`src/hdl/sbiop_pkg.sv`:
```
/*
  sbiop_pkg: register offsets, reset values and widths for the
  six-bit general-purpose port.
  assumes: a 32-bit apb slave with byte addresses of 8 bits.
*/
package sbiop_pkg;

  // port width and bus widths
  localparam int PIN_W = 6;
  localparam int ADDR_W = 8;
  localparam int DATA_W = 32;
  localparam int STRB_W = 4;

  // register byte offsets
  localparam logic [7:0] OFS_PORT_PIN_VALUE = 8'h00;
  localparam logic [7:0] OFS_OUTPUT_LATCH = 8'h04;
  localparam logic [7:0] OFS_DIRECTION_CONTROL = 8'h08;
  localparam logic [7:0] OFS_ANALOG_SELECT = 8'h0C;
  localparam logic [7:0] OFS_WEAK_PULLUP_ENABLE = 8'h10;
  localparam logic [7:0] OFS_OPEN_DRAIN_ENABLE = 8'h14;
  localparam logic [7:0] OFS_SLEW_LIMIT_ENABLE = 8'h18;
  localparam logic [7:0] OFS_INPUT_THRESHOLD_SELECT = 8'h1C;

  // values after reset
  localparam logic [5:0] RST_OUTPUT_LATCH = 6'h00;
  localparam logic [5:0] RST_DIRECTION_CONTROL = 6'h3F;
  localparam logic [5:0] RST_ANALOG_SELECT = 6'h3F;
  localparam logic [5:0] RST_WEAK_PULLUP_ENABLE = 6'h00;
  localparam logic [5:0] RST_OPEN_DRAIN_ENABLE = 6'h00;
  localparam logic [5:0] RST_SLEW_LIMIT_ENABLE = 6'h00;
  localparam logic [5:0] RST_INPUT_THRESHOLD_SELECT = 6'h00;

  // field positions and fill values
  localparam int FLD_PIN_LSB = 0;
  localparam int FLD_PIN_MSB = 5;
  localparam int STRB_PIN_BYTE = 0;
  localparam logic [25:0] UNUSED_ZERO = 26'h000_0000;
  localparam logic [5:0] ALL_PINS = 6'h3F;
  localparam logic [5:0] NO_PINS = 6'h00;

  // bus answer timing in cycles from the setup edge
  localparam int APB_ANSWER_CYCLES = 1;

endpackage : sbiop_pkg

```
`src/hdl/sbiop_pin_cell.sv`:
```
/*
  sbiop_pin_cell: output priority and input gating of one port pin.
  assumes: purely combinational; the caller registers every result.
*/
`timescale 1ns/1ps
module sbiop_pin_cell (
  // configuration of this pin
  input wire logic latch_bit,
  input wire logic dir_bit,
  input wire logic open_drain_bit,
  input wire logic analog_sel_bit,
  // other functions on this pin
  input wire logic router_sel,
  input wire logic router_out,
  input wire logic analog_out_en,
  // pad level and results
  input wire logic pin_level,
  output logic drv_oe,
  output logic drv_out,
  output logic dig_read
);

  logic src;
  logic drive;

  always_comb begin
    // latch unless the router claims the pin
    src = router_sel ? router_out : latch_bit;
    // direction alone enables the driver, analog select ignored
    drive = ~dir_bit;
    // analog output overrides every digital driver
    if (analog_out_en) begin
      drive = 1'b0;
    end
    // open drain only sinks, push-pull drives both ways
    if (open_drain_bit) begin
      drv_oe = drive & ~src;
      drv_out = 1'b0;
    end else begin
      drv_oe = drive;
      drv_out = src;
    end
    // analog pins read as zero
    dig_read = pin_level & ~analog_sel_bit;
  end

endmodule : sbiop_pin_cell

```
`src/hdl/sbiop_port.sv`:
```
/*
  sbiop_port: six-bit general-purpose port with apb register access.
  assumes: one clock, synchronous active-low reset, pad levels already
  synchronous to CLK, pad cells apply drive, pull-up, slew and
  threshold selections.
*/
// Functional notes
// - after reset no pin drives, all are inputs
// - analog inputs active only with analog select
// - digital outputs still drive analog pins
// - analog output wins and tristates driver
// - six pins each with own bits
// - direction one disables driver
// - direction zero drives selected source
// - port reads pins, writes go to latch
// - port write is read-modify-write into latch
// - latch holds most recent port write or strobed latch write
// - direction drives even analog pins
// - analog pins read digital zero
// - open drain only sinks current
// - open drain clear gives push-pull
// - slew bit limits pin edge rate
// - threshold bit picks schmitt or ttl
// - analog select never affects digital output
// - analog select resets to analog
// - each pin has own pull-up bit
// - other outputs only via router or analog
// - port register top bits read zero
// - direction bits reset to input
`timescale 1ns/1ps
module sbiop_port (
  // clock and reset
  input wire logic CLK,
  input wire logic RST_N,
  // apb slave
  input wire logic PSEL,
  input wire logic PENABLE,
  input wire logic PWRITE,
  input wire logic [7:0] PADDR,
  input wire logic [31:0] PWDATA,
  input wire logic [3:0] PSTRB,
  output logic PREADY,
  output logic [31:0] PRDATA,
  output logic PSLVERR,
  // pad side
  input wire logic [5:0] PIN_IN,
  output logic [5:0] PIN_OUT,
  output logic [5:0] PIN_OE,
  output logic [5:0] PIN_PULLUP,
  output logic [5:0] PIN_SLEW_LIMIT,
  output logic [5:0] PIN_TTL_SEL,
  // peripheral pin router and analog functions
  input wire logic [5:0] ROUTER_SEL,
  input wire logic [5:0] ROUTER_OUT,
  input wire logic [5:0] ANALOG_OUT_EN,
  output logic [5:0] ANALOG_IN_EN,
  output logic [5:0] DIGITAL_IN
);

  // configuration registers
  logic [5:0] output_latch;
  logic [5:0] direction_control;
  logic [5:0] analog_select;
  logic [5:0] weak_pullup_enable;
  logic [5:0] open_drain_enable;
  logic [5:0] slew_limit_enable;
  logic [5:0] input_threshold_select;

  // bus decode
  logic setup_phase;
  logic access_done;
  logic wr_done;
  logic strb_lo;
  logic addr_hit;
  logic [5:0] wdata_pins;
  logic [31:0] next_prdata;

  // per-pin results
  logic [5:0] cell_oe;
  logic [5:0] cell_out;
  logic [5:0] port_pin_bits;

  assign setup_phase = PSEL & ~PENABLE;
  assign access_done = PSEL & PENABLE & PREADY;
  assign wr_done = access_done & PWRITE;
  assign strb_lo = PSTRB[sbiop_pkg::STRB_PIN_BYTE];
  assign wdata_pins = PWDATA[sbiop_pkg::FLD_PIN_MSB:sbiop_pkg::FLD_PIN_LSB];

  // one cell per pin
  genvar gi;
  generate
    for (gi = 0; gi < sbiop_pkg::PIN_W; gi = gi + 1) begin : g_pin
      sbiop_pin_cell u_cell (
        .latch_bit(output_latch[gi]),
        .dir_bit(direction_control[gi]),
        .open_drain_bit(open_drain_enable[gi]),
        .analog_sel_bit(analog_select[gi]),
        .router_sel(ROUTER_SEL[gi]),
        .router_out(ROUTER_OUT[gi]),
        .analog_out_en(ANALOG_OUT_EN[gi]),
        .pin_level(PIN_IN[gi]),
        .drv_oe(cell_oe[gi]),
        .drv_out(cell_out[gi]),
        .dig_read(port_pin_bits[gi])
      );
    end
  endgenerate

  // address decode and read mux
  always_comb begin
    addr_hit = 1'b1;
    next_prdata = {sbiop_pkg::UNUSED_ZERO, sbiop_pkg::NO_PINS};
    unique case (PADDR)
      sbiop_pkg::OFS_PORT_PIN_VALUE: begin
        next_prdata = {sbiop_pkg::UNUSED_ZERO, port_pin_bits};
      end
      sbiop_pkg::OFS_OUTPUT_LATCH: begin
        next_prdata = {sbiop_pkg::UNUSED_ZERO, output_latch};
      end
      sbiop_pkg::OFS_DIRECTION_CONTROL: begin
        next_prdata = {sbiop_pkg::UNUSED_ZERO, direction_control};
      end
      sbiop_pkg::OFS_ANALOG_SELECT: begin
        next_prdata = {sbiop_pkg::UNUSED_ZERO, analog_select};
      end
      sbiop_pkg::OFS_WEAK_PULLUP_ENABLE: begin
        next_prdata = {sbiop_pkg::UNUSED_ZERO, weak_pullup_enable};
      end
      sbiop_pkg::OFS_OPEN_DRAIN_ENABLE: begin
        next_prdata = {sbiop_pkg::UNUSED_ZERO, open_drain_enable};
      end
      sbiop_pkg::OFS_SLEW_LIMIT_ENABLE: begin
        next_prdata = {sbiop_pkg::UNUSED_ZERO, slew_limit_enable};
      end
      sbiop_pkg::OFS_INPUT_THRESHOLD_SELECT: begin
        next_prdata = {sbiop_pkg::UNUSED_ZERO, input_threshold_select};
      end
      default: begin
        addr_hit = 1'b0;
      end
    endcase
  end

  // bus answer: ready in the first access cycle
  always_ff @(posedge CLK) begin
    if (!RST_N) begin
      PREADY <= 1'b0;
      PRDATA <= 32'h0000_0000;
      PSLVERR <= 1'b0;
    end else begin
      PREADY <= setup_phase;
      if (setup_phase) begin
        PRDATA <= PWRITE ? 32'h0000_0000 : next_prdata;
        PSLVERR <= ~addr_hit;
      end else begin
        PRDATA <= 32'h0000_0000;
        PSLVERR <= 1'b0;
      end
    end
  end

  // output latch written from either register
  always_ff @(posedge CLK) begin
    if (!RST_N) begin
      output_latch <= sbiop_pkg::RST_OUTPUT_LATCH;
    end else if (wr_done && PADDR == sbiop_pkg::OFS_PORT_PIN_VALUE) begin
      // pins read, addressed bits replaced, result into latch
      output_latch <= strb_lo ? wdata_pins : port_pin_bits;
    end else if (wr_done && PADDR == sbiop_pkg::OFS_OUTPUT_LATCH) begin
      if (strb_lo) begin
        output_latch <= wdata_pins;
      end
    end
  end

  // direction and analog select
  always_ff @(posedge CLK) begin
    if (!RST_N) begin
      direction_control <= sbiop_pkg::RST_DIRECTION_CONTROL;
      analog_select <= sbiop_pkg::RST_ANALOG_SELECT;
    end else if (wr_done && strb_lo) begin
      if (PADDR == sbiop_pkg::OFS_DIRECTION_CONTROL) begin
        direction_control <= wdata_pins;
      end
      if (PADDR == sbiop_pkg::OFS_ANALOG_SELECT) begin
        analog_select <= wdata_pins;
      end
    end
  end

  // pad option registers
  always_ff @(posedge CLK) begin
    if (!RST_N) begin
      weak_pullup_enable <= sbiop_pkg::RST_WEAK_PULLUP_ENABLE;
      open_drain_enable <= sbiop_pkg::RST_OPEN_DRAIN_ENABLE;
      slew_limit_enable <= sbiop_pkg::RST_SLEW_LIMIT_ENABLE;
      input_threshold_select <= sbiop_pkg::RST_INPUT_THRESHOLD_SELECT;
    end else if (wr_done && strb_lo) begin
      unique case (PADDR)
        sbiop_pkg::OFS_WEAK_PULLUP_ENABLE: begin
          weak_pullup_enable <= wdata_pins;
        end
        sbiop_pkg::OFS_OPEN_DRAIN_ENABLE: begin
          open_drain_enable <= wdata_pins;
        end
        sbiop_pkg::OFS_SLEW_LIMIT_ENABLE: begin
          slew_limit_enable <= wdata_pins;
        end
        sbiop_pkg::OFS_INPUT_THRESHOLD_SELECT: begin
          // glitch hazard left to software
          input_threshold_select <= wdata_pins;
        end
        default: begin
          weak_pullup_enable <= weak_pullup_enable;
        end
      endcase
    end
  end

  // registered pad drive
  always_ff @(posedge CLK) begin
    if (!RST_N) begin
      PIN_OUT <= sbiop_pkg::NO_PINS;
      PIN_OE <= sbiop_pkg::NO_PINS;
    end else begin
      PIN_OUT <= cell_out;
      PIN_OE <= cell_oe;
    end
  end

  // registered pad options
  always_ff @(posedge CLK) begin
    if (!RST_N) begin
      PIN_PULLUP <= sbiop_pkg::NO_PINS;
      PIN_SLEW_LIMIT <= sbiop_pkg::NO_PINS;
      PIN_TTL_SEL <= sbiop_pkg::NO_PINS;
    end else begin
      PIN_PULLUP <= weak_pullup_enable;
      PIN_SLEW_LIMIT <= slew_limit_enable;
      PIN_TTL_SEL <= input_threshold_select;
    end
  end

  // analog input enables and digital reads to peripherals
  always_ff @(posedge CLK) begin
    if (!RST_N) begin
      ANALOG_IN_EN <= sbiop_pkg::NO_PINS;
      DIGITAL_IN <= sbiop_pkg::NO_PINS;
    end else begin
      ANALOG_IN_EN <= analog_select;
      DIGITAL_IN <= port_pin_bits;
    end
  end

  // checks
  property p_reset_values;
    @(posedge CLK) disable iff (!RST_N)
    $rose(RST_N) |-> (direction_control == sbiop_pkg::ALL_PINS)
      && (analog_select == sbiop_pkg::ALL_PINS)
      && (PIN_OE == sbiop_pkg::NO_PINS);
  endproperty
  a_reset_values: assert property (p_reset_values)
    else $error("direction or analog select wrong after reset");

  property p_input_no_drive;
    @(posedge CLK) disable iff (!RST_N)
    1'b1 |=> ((PIN_OE & $past(direction_control)) == sbiop_pkg::NO_PINS);
  endproperty
  a_input_no_drive: assert property (p_input_no_drive)
    else $error("input pin has its driver enabled");

  property p_analog_out_wins;
    @(posedge CLK) disable iff (!RST_N)
    (ANALOG_OUT_EN != sbiop_pkg::NO_PINS)
      |=> ((PIN_OE & $past(ANALOG_OUT_EN)) == sbiop_pkg::NO_PINS);
  endproperty
  a_analog_out_wins: assert property (p_analog_out_wins)
    else $error("digital driver on while analog output enabled");

  property p_output_drives;
    @(posedge CLK) disable iff (!RST_N)
    1'b1 |=> ((PIN_OE | $past(direction_control) | $past(ANALOG_OUT_EN)
      | $past(open_drain_enable)) == sbiop_pkg::ALL_PINS);
  endproperty
  a_output_drives: assert property (p_output_drives)
    else $error("output pin not driven");

  property p_latch_source;
    @(posedge CLK) disable iff (!RST_N)
    (ROUTER_SEL == sbiop_pkg::NO_PINS && open_drain_enable == 6'h00)
      |=> (PIN_OUT == $past(output_latch));
  endproperty
  a_latch_source: assert property (p_latch_source)
    else $error("pin does not follow its latch");

  property p_open_drain;
    @(posedge CLK) disable iff (!RST_N)
    1'b1 |=> ((PIN_OUT & $past(open_drain_enable)) == sbiop_pkg::NO_PINS);
  endproperty
  a_open_drain: assert property (p_open_drain)
    else $error("open drain pin driven high");

  property p_analog_reads_zero;
    @(posedge CLK) disable iff (!RST_N)
    1'b1 |=> ((DIGITAL_IN & $past(analog_select)) == sbiop_pkg::NO_PINS);
  endproperty
  a_analog_reads_zero: assert property (p_analog_reads_zero)
    else $error("analog pin reads nonzero");

  property p_port_write;
    @(posedge CLK) disable iff (!RST_N)
    (wr_done && strb_lo && (PADDR == sbiop_pkg::OFS_PORT_PIN_VALUE
      || PADDR == sbiop_pkg::OFS_OUTPUT_LATCH))
      |=> (output_latch == $past(wdata_pins));
  endproperty
  a_port_write: assert property (p_port_write)
    else $error("latch missed a write");

  property p_rmw_keep;
    @(posedge CLK) disable iff (!RST_N)
    (wr_done && !strb_lo && PADDR == sbiop_pkg::OFS_PORT_PIN_VALUE)
      |=> (output_latch == $past(port_pin_bits));
  endproperty
  a_rmw_keep: assert property (p_rmw_keep)
    else $error("read-modify-write did not store pin levels");

  property p_port_read_top;
    @(posedge CLK) disable iff (!RST_N)
    (setup_phase && !PWRITE && PADDR == sbiop_pkg::OFS_PORT_PIN_VALUE)
      |=> PREADY && (PRDATA[31:6] == 26'h000_0000)
      && (PRDATA[5:0] == $past(port_pin_bits));
  endproperty
  a_port_read_top: assert property (p_port_read_top)
    else $error("port read returned wrong data");

  property p_pullup;
    @(posedge CLK) disable iff (!RST_N)
    1'b1 |=> (PIN_PULLUP == $past(weak_pullup_enable))
      ##1 (PIN_PULLUP == $past(weak_pullup_enable));
  endproperty
  a_pullup: assert property (p_pullup)
    else $error("pull-up does not follow its enable");

  property p_analog_in;
    @(posedge CLK) disable iff (!RST_N)
    1'b1 |=> (ANALOG_IN_EN == $past(analog_select))
      && (PIN_SLEW_LIMIT == $past(slew_limit_enable))
      && (PIN_TTL_SEL == $past(input_threshold_select));
  endproperty
  a_analog_in: assert property (p_analog_in)
    else $error("analog enable or pad option lags wrongly");

endmodule : sbiop_port

```
`config.mk`:
```
export PLATFORM = sky130hd
export DESIGN_NAME = sbiop_port
export DESIGN_NICKNAME = d
export VERILOG_FILES = /design/src/hdl/sbiop_pkg.sv /design/src/hdl/sbiop_pin_cell.sv /design/src/hdl/sbiop_port.sv
export SDC_FILE = /design/constraint.sdc
export NUM_CORES = 1
export LEC_CHECK = 0
export ABC_AREA = 1
export ABC_CLOCK_PERIOD_IN_PS = 1400
export BUFFER_PORTS_ARGS = -buffer_cell sky130_fd_sc_hd__buf_4
export CORE_MARGIN = 5
export CORE_UTILIZATION = 32
export CTS_BUF_LIST = sky130_fd_sc_hd__clkbuf_2
export CTS_CLUSTER_DIAMETER = 150
export CTS_CLUSTER_SIZE = 14
export DETAILED_ROUTE_END_ITERATION = 8
export PLACE_DENSITY = 0.66
export SYNTH_ARGS = -nofsm -noshare
export SYNTH_HDL_FRONTEND = slang
export SYNTH_SLANG_ARGS = --single-unit
```
`constraint.sdc`:
```
create_clock -name CLK -period 1.4 [get_ports CLK]
set_input_delay 0.14 -clock CLK [delete_from_list [all_inputs] [get_ports CLK]]
set_output_delay 0.14 -clock CLK [all_outputs]
set_load 0.01 [all_outputs]
```
==> flow_summary.json <==
{
  "overflow": 0,
  "place_hpwl_um": 8380,
  "grt_pass1_wl_um": 18100,
  "min_period_ns": 1.36,
  "highest_layer": "met4",
  "cp.arrival_ns": 1.87,
  "hold_path_class": "primary input to flop",
  "portBuffers": 93,
  "post-route-period-util": 0.971,
  "wl_um": 11400,
  "wl_met1_um": 5530,
  "syn_inst": 567,
  "grt_usage": 0.146,
  "die_y_um": 124,
  "finalMaxSlewViolations": 0,
  "grt_antenna_before_repair": 1,
  "cts_tree": "built",
  "ir_drop_v": 0.000444,
  "drt-initial-drc-count": 206,
  "critPathKind": "primary input to flop",
  "synth_edf_count": 0,
  "num_rows": 41,
  "cts_buffer_depth": 2,
  "nets": 775,
  "die_w_um": 124,
  "final_util": 0.434,
  "path_clk_slew_ns": 0.23,
  "grt_max_degree": 70,
  "io_pins": 149,
  "p_per_area_mw_per_mm2": 825,
  "vias": 3744,
  "setup_viol": 0,
  "startpoint": "RST_N",
  "min_from": "PADDR[4]",
  "cts_sinks": 92,
  "drv_cap": 0,
  "start_kind": "primary input",
  "wire_per_inst_um": 12.9,
  "yosysWarnings": 0,
  "worstSkewPairLatency_ns": 0.56,
  "synth_cell_types": 30,
  "place.gp.congestion": 0.850,
  "ys_seq_area_frac": 0.441,
  "reg2reg_from": "PREADY",
  "synth_area_sq_mm": 0.00418,
  "max_freq_mhz": 736,
  "vias_per_cell": 4.26,
  "drt_pass1_iterations": 4,
  "cts_root_buffer": "clkbuf_2",
  "status": "finished clean",
  "die_area_sq_mm": 0.0154,
  "dr_wl_met3_um": 613,
  "critPathCaptureType": "flop",
  "cts_buffers": 9,
  "fp.coreArea_sq_mm": 0.0127,
  "cts_max_level": 3,
  "initial_core_util": 0.328,
  "drive_above_1_share": 0.240,
  "grt_pass1_vias": 3519,
  "synth-seq-cells": 92,
  "yosys_most_used_dff": "dfxtp_1",
  "async_flop_share": 0,
  "crit_required_ns": 1.91,
  "syn_area_per_cell_sq_um": 7.37,
  "dr_wl_met2_um": 5030,
  "cp_max_fo": 69,
  "whs_ns": 0.101,
  "finalHoldViolCount": 0,
  "drc": 0,
  "cellLeakagePower_nw": 2.86,
  "clock_skew_ns": 0.0235,
  "ant_nets": 0,
  "area_growth_pct": 32.0
}
area by class of cell:
| type | instances | area [sq um] |
|---|---|---|
| fillers | 1310 | 7200 |
| clock buffers | 10 | 50.0 |
| multi-input cells | 386 | 1830 |
| repair buffers | 149 | 1250 |
| diodes | 1 | 2.50 |
| clock inverters | 4 | 76.3 |
| flip-flops and latches | 92 | 1840 |
| well taps | 172 | 215 |
| inverters | 64 | 245 |
synthesized netlist by cell type (all sizes together), types with 3 or more instances:
library cell    n  share of area
nand2         138           0.14
nor2          101           0.11
dfxtp          92           0.44
inv            63          0.058
nand3          56          0.067
buf            44          0.081
o21ai          36          0.043
o211ai          9          0.021
a211oi          6          0.011
a21oi           6         0.0072
clkbuf          6         0.0054
nor3            3         0.0036
or2             3         0.0045
final timing paths:
check / slack (ns) / cells past startpoint / to
worst max-delay path: 0.04 / 6 / PIN_OUT[4]
worst min-delay path: 0.10 / 5 / PSLVERR
worst max register to register: 0.10 / 6 / direction_control[1]
worst min register to register: 0.46 / 2 / PIN_TTL_SEL[3]
stage by stage:
| step | worst slack (ns) | cells | cell area, sq um | setup TNS, ns | total power [mW] |
|---|---|---|---|---|---|
| 6_report | 0.0407 | 878 | 5520 | 0 | 4.55 |
| 5_1_grt | -0.00169 | 878 | 5520 | -0.00169 | 4.76 |
| 4_1_cts | 0.00685 | 874 | 5480 | 0 | 4.61 |
| 3_5_place_dp | 0.0346 | 822 | 4980 | 0 | 3.07 |
| 3_3_place_gp | 0.0495 | 822 | 4980 | 0 | 3.07 |
| 2_1_floorplan | 0.0897 | 592 | 4270 | 0 | 2.94 |
power by group:
part,switching (mW),internal (mW),total [mW]
Sequential,0.00550,2.64,2.65
Clock,0.854,0.581,1.44
Combinational,0.243,0.223,0.466
worst max-delay path, stage by stage:
cell,delay [ns]
dlygate4sd3_1,0.52
buf_4,0.19
buf_12,0.28
nand2_1,0.09
nor2_1,0.08
dlygate4sd3_1,0.53
per-layer routing:
| metal | vias up | global-route usage |
|---|---|---|
| met4 | 0 | 0.0542 |
| met5 | - | 0 |
| met1 | 1628 | 0.195 |
| met3 | 12 | 0.0343 |
| li1 | 1995 | - |
| met2 | 109 | 0.227 |
cells by family after synthesis:
family,after synthesis,share of synthesized area
DFF,92,0.441
and+or+nand+nor,303,0.331
AOI/OAI and AO/OA,57,0.0820
other,1,0.000897
buffers and inverters,114,0.145
timing repair:
action	4_1_cts	5_1_grt
hold buffers	38	1
hold endpoints to repair	70	1
buffers inserted	0	3
setup endpoints to repair	0	40
resized for setup	0	5
cells in the final DEF, fill, tap and decap left out, drive strengths merged:
| cell | synthesis | routed |
|---|---|---|
| a211oi | 6 | 6 |
| a21oi | 6 | 6 |
| buf | 44 | 111 |
| bufinv | 0 | 2 |
| clkbuf | 6 | 10 |
| clkinv | 1 | 2 |
| clkinvlp | 0 | 1 |
| conb | 1 | 26 |
| dfxtp | 92 | 92 |
| diode | 0 | 1 |
| dlygate4sd3 | 0 | 38 |
| inv | 63 | 63 |
| nand2 | 138 | 138 |
| nand3 | 56 | 56 |
| nand3b | 1 | 1 |
| nand4 | 1 | 1 |
| nor2 | 101 | 101 |
| nor3 | 3 | 3 |
| o211ai | 9 | 9 |
| o21ai | 36 | 36 |
| or2 | 3 | 3 |
Power figures use the tool's default switching activity.
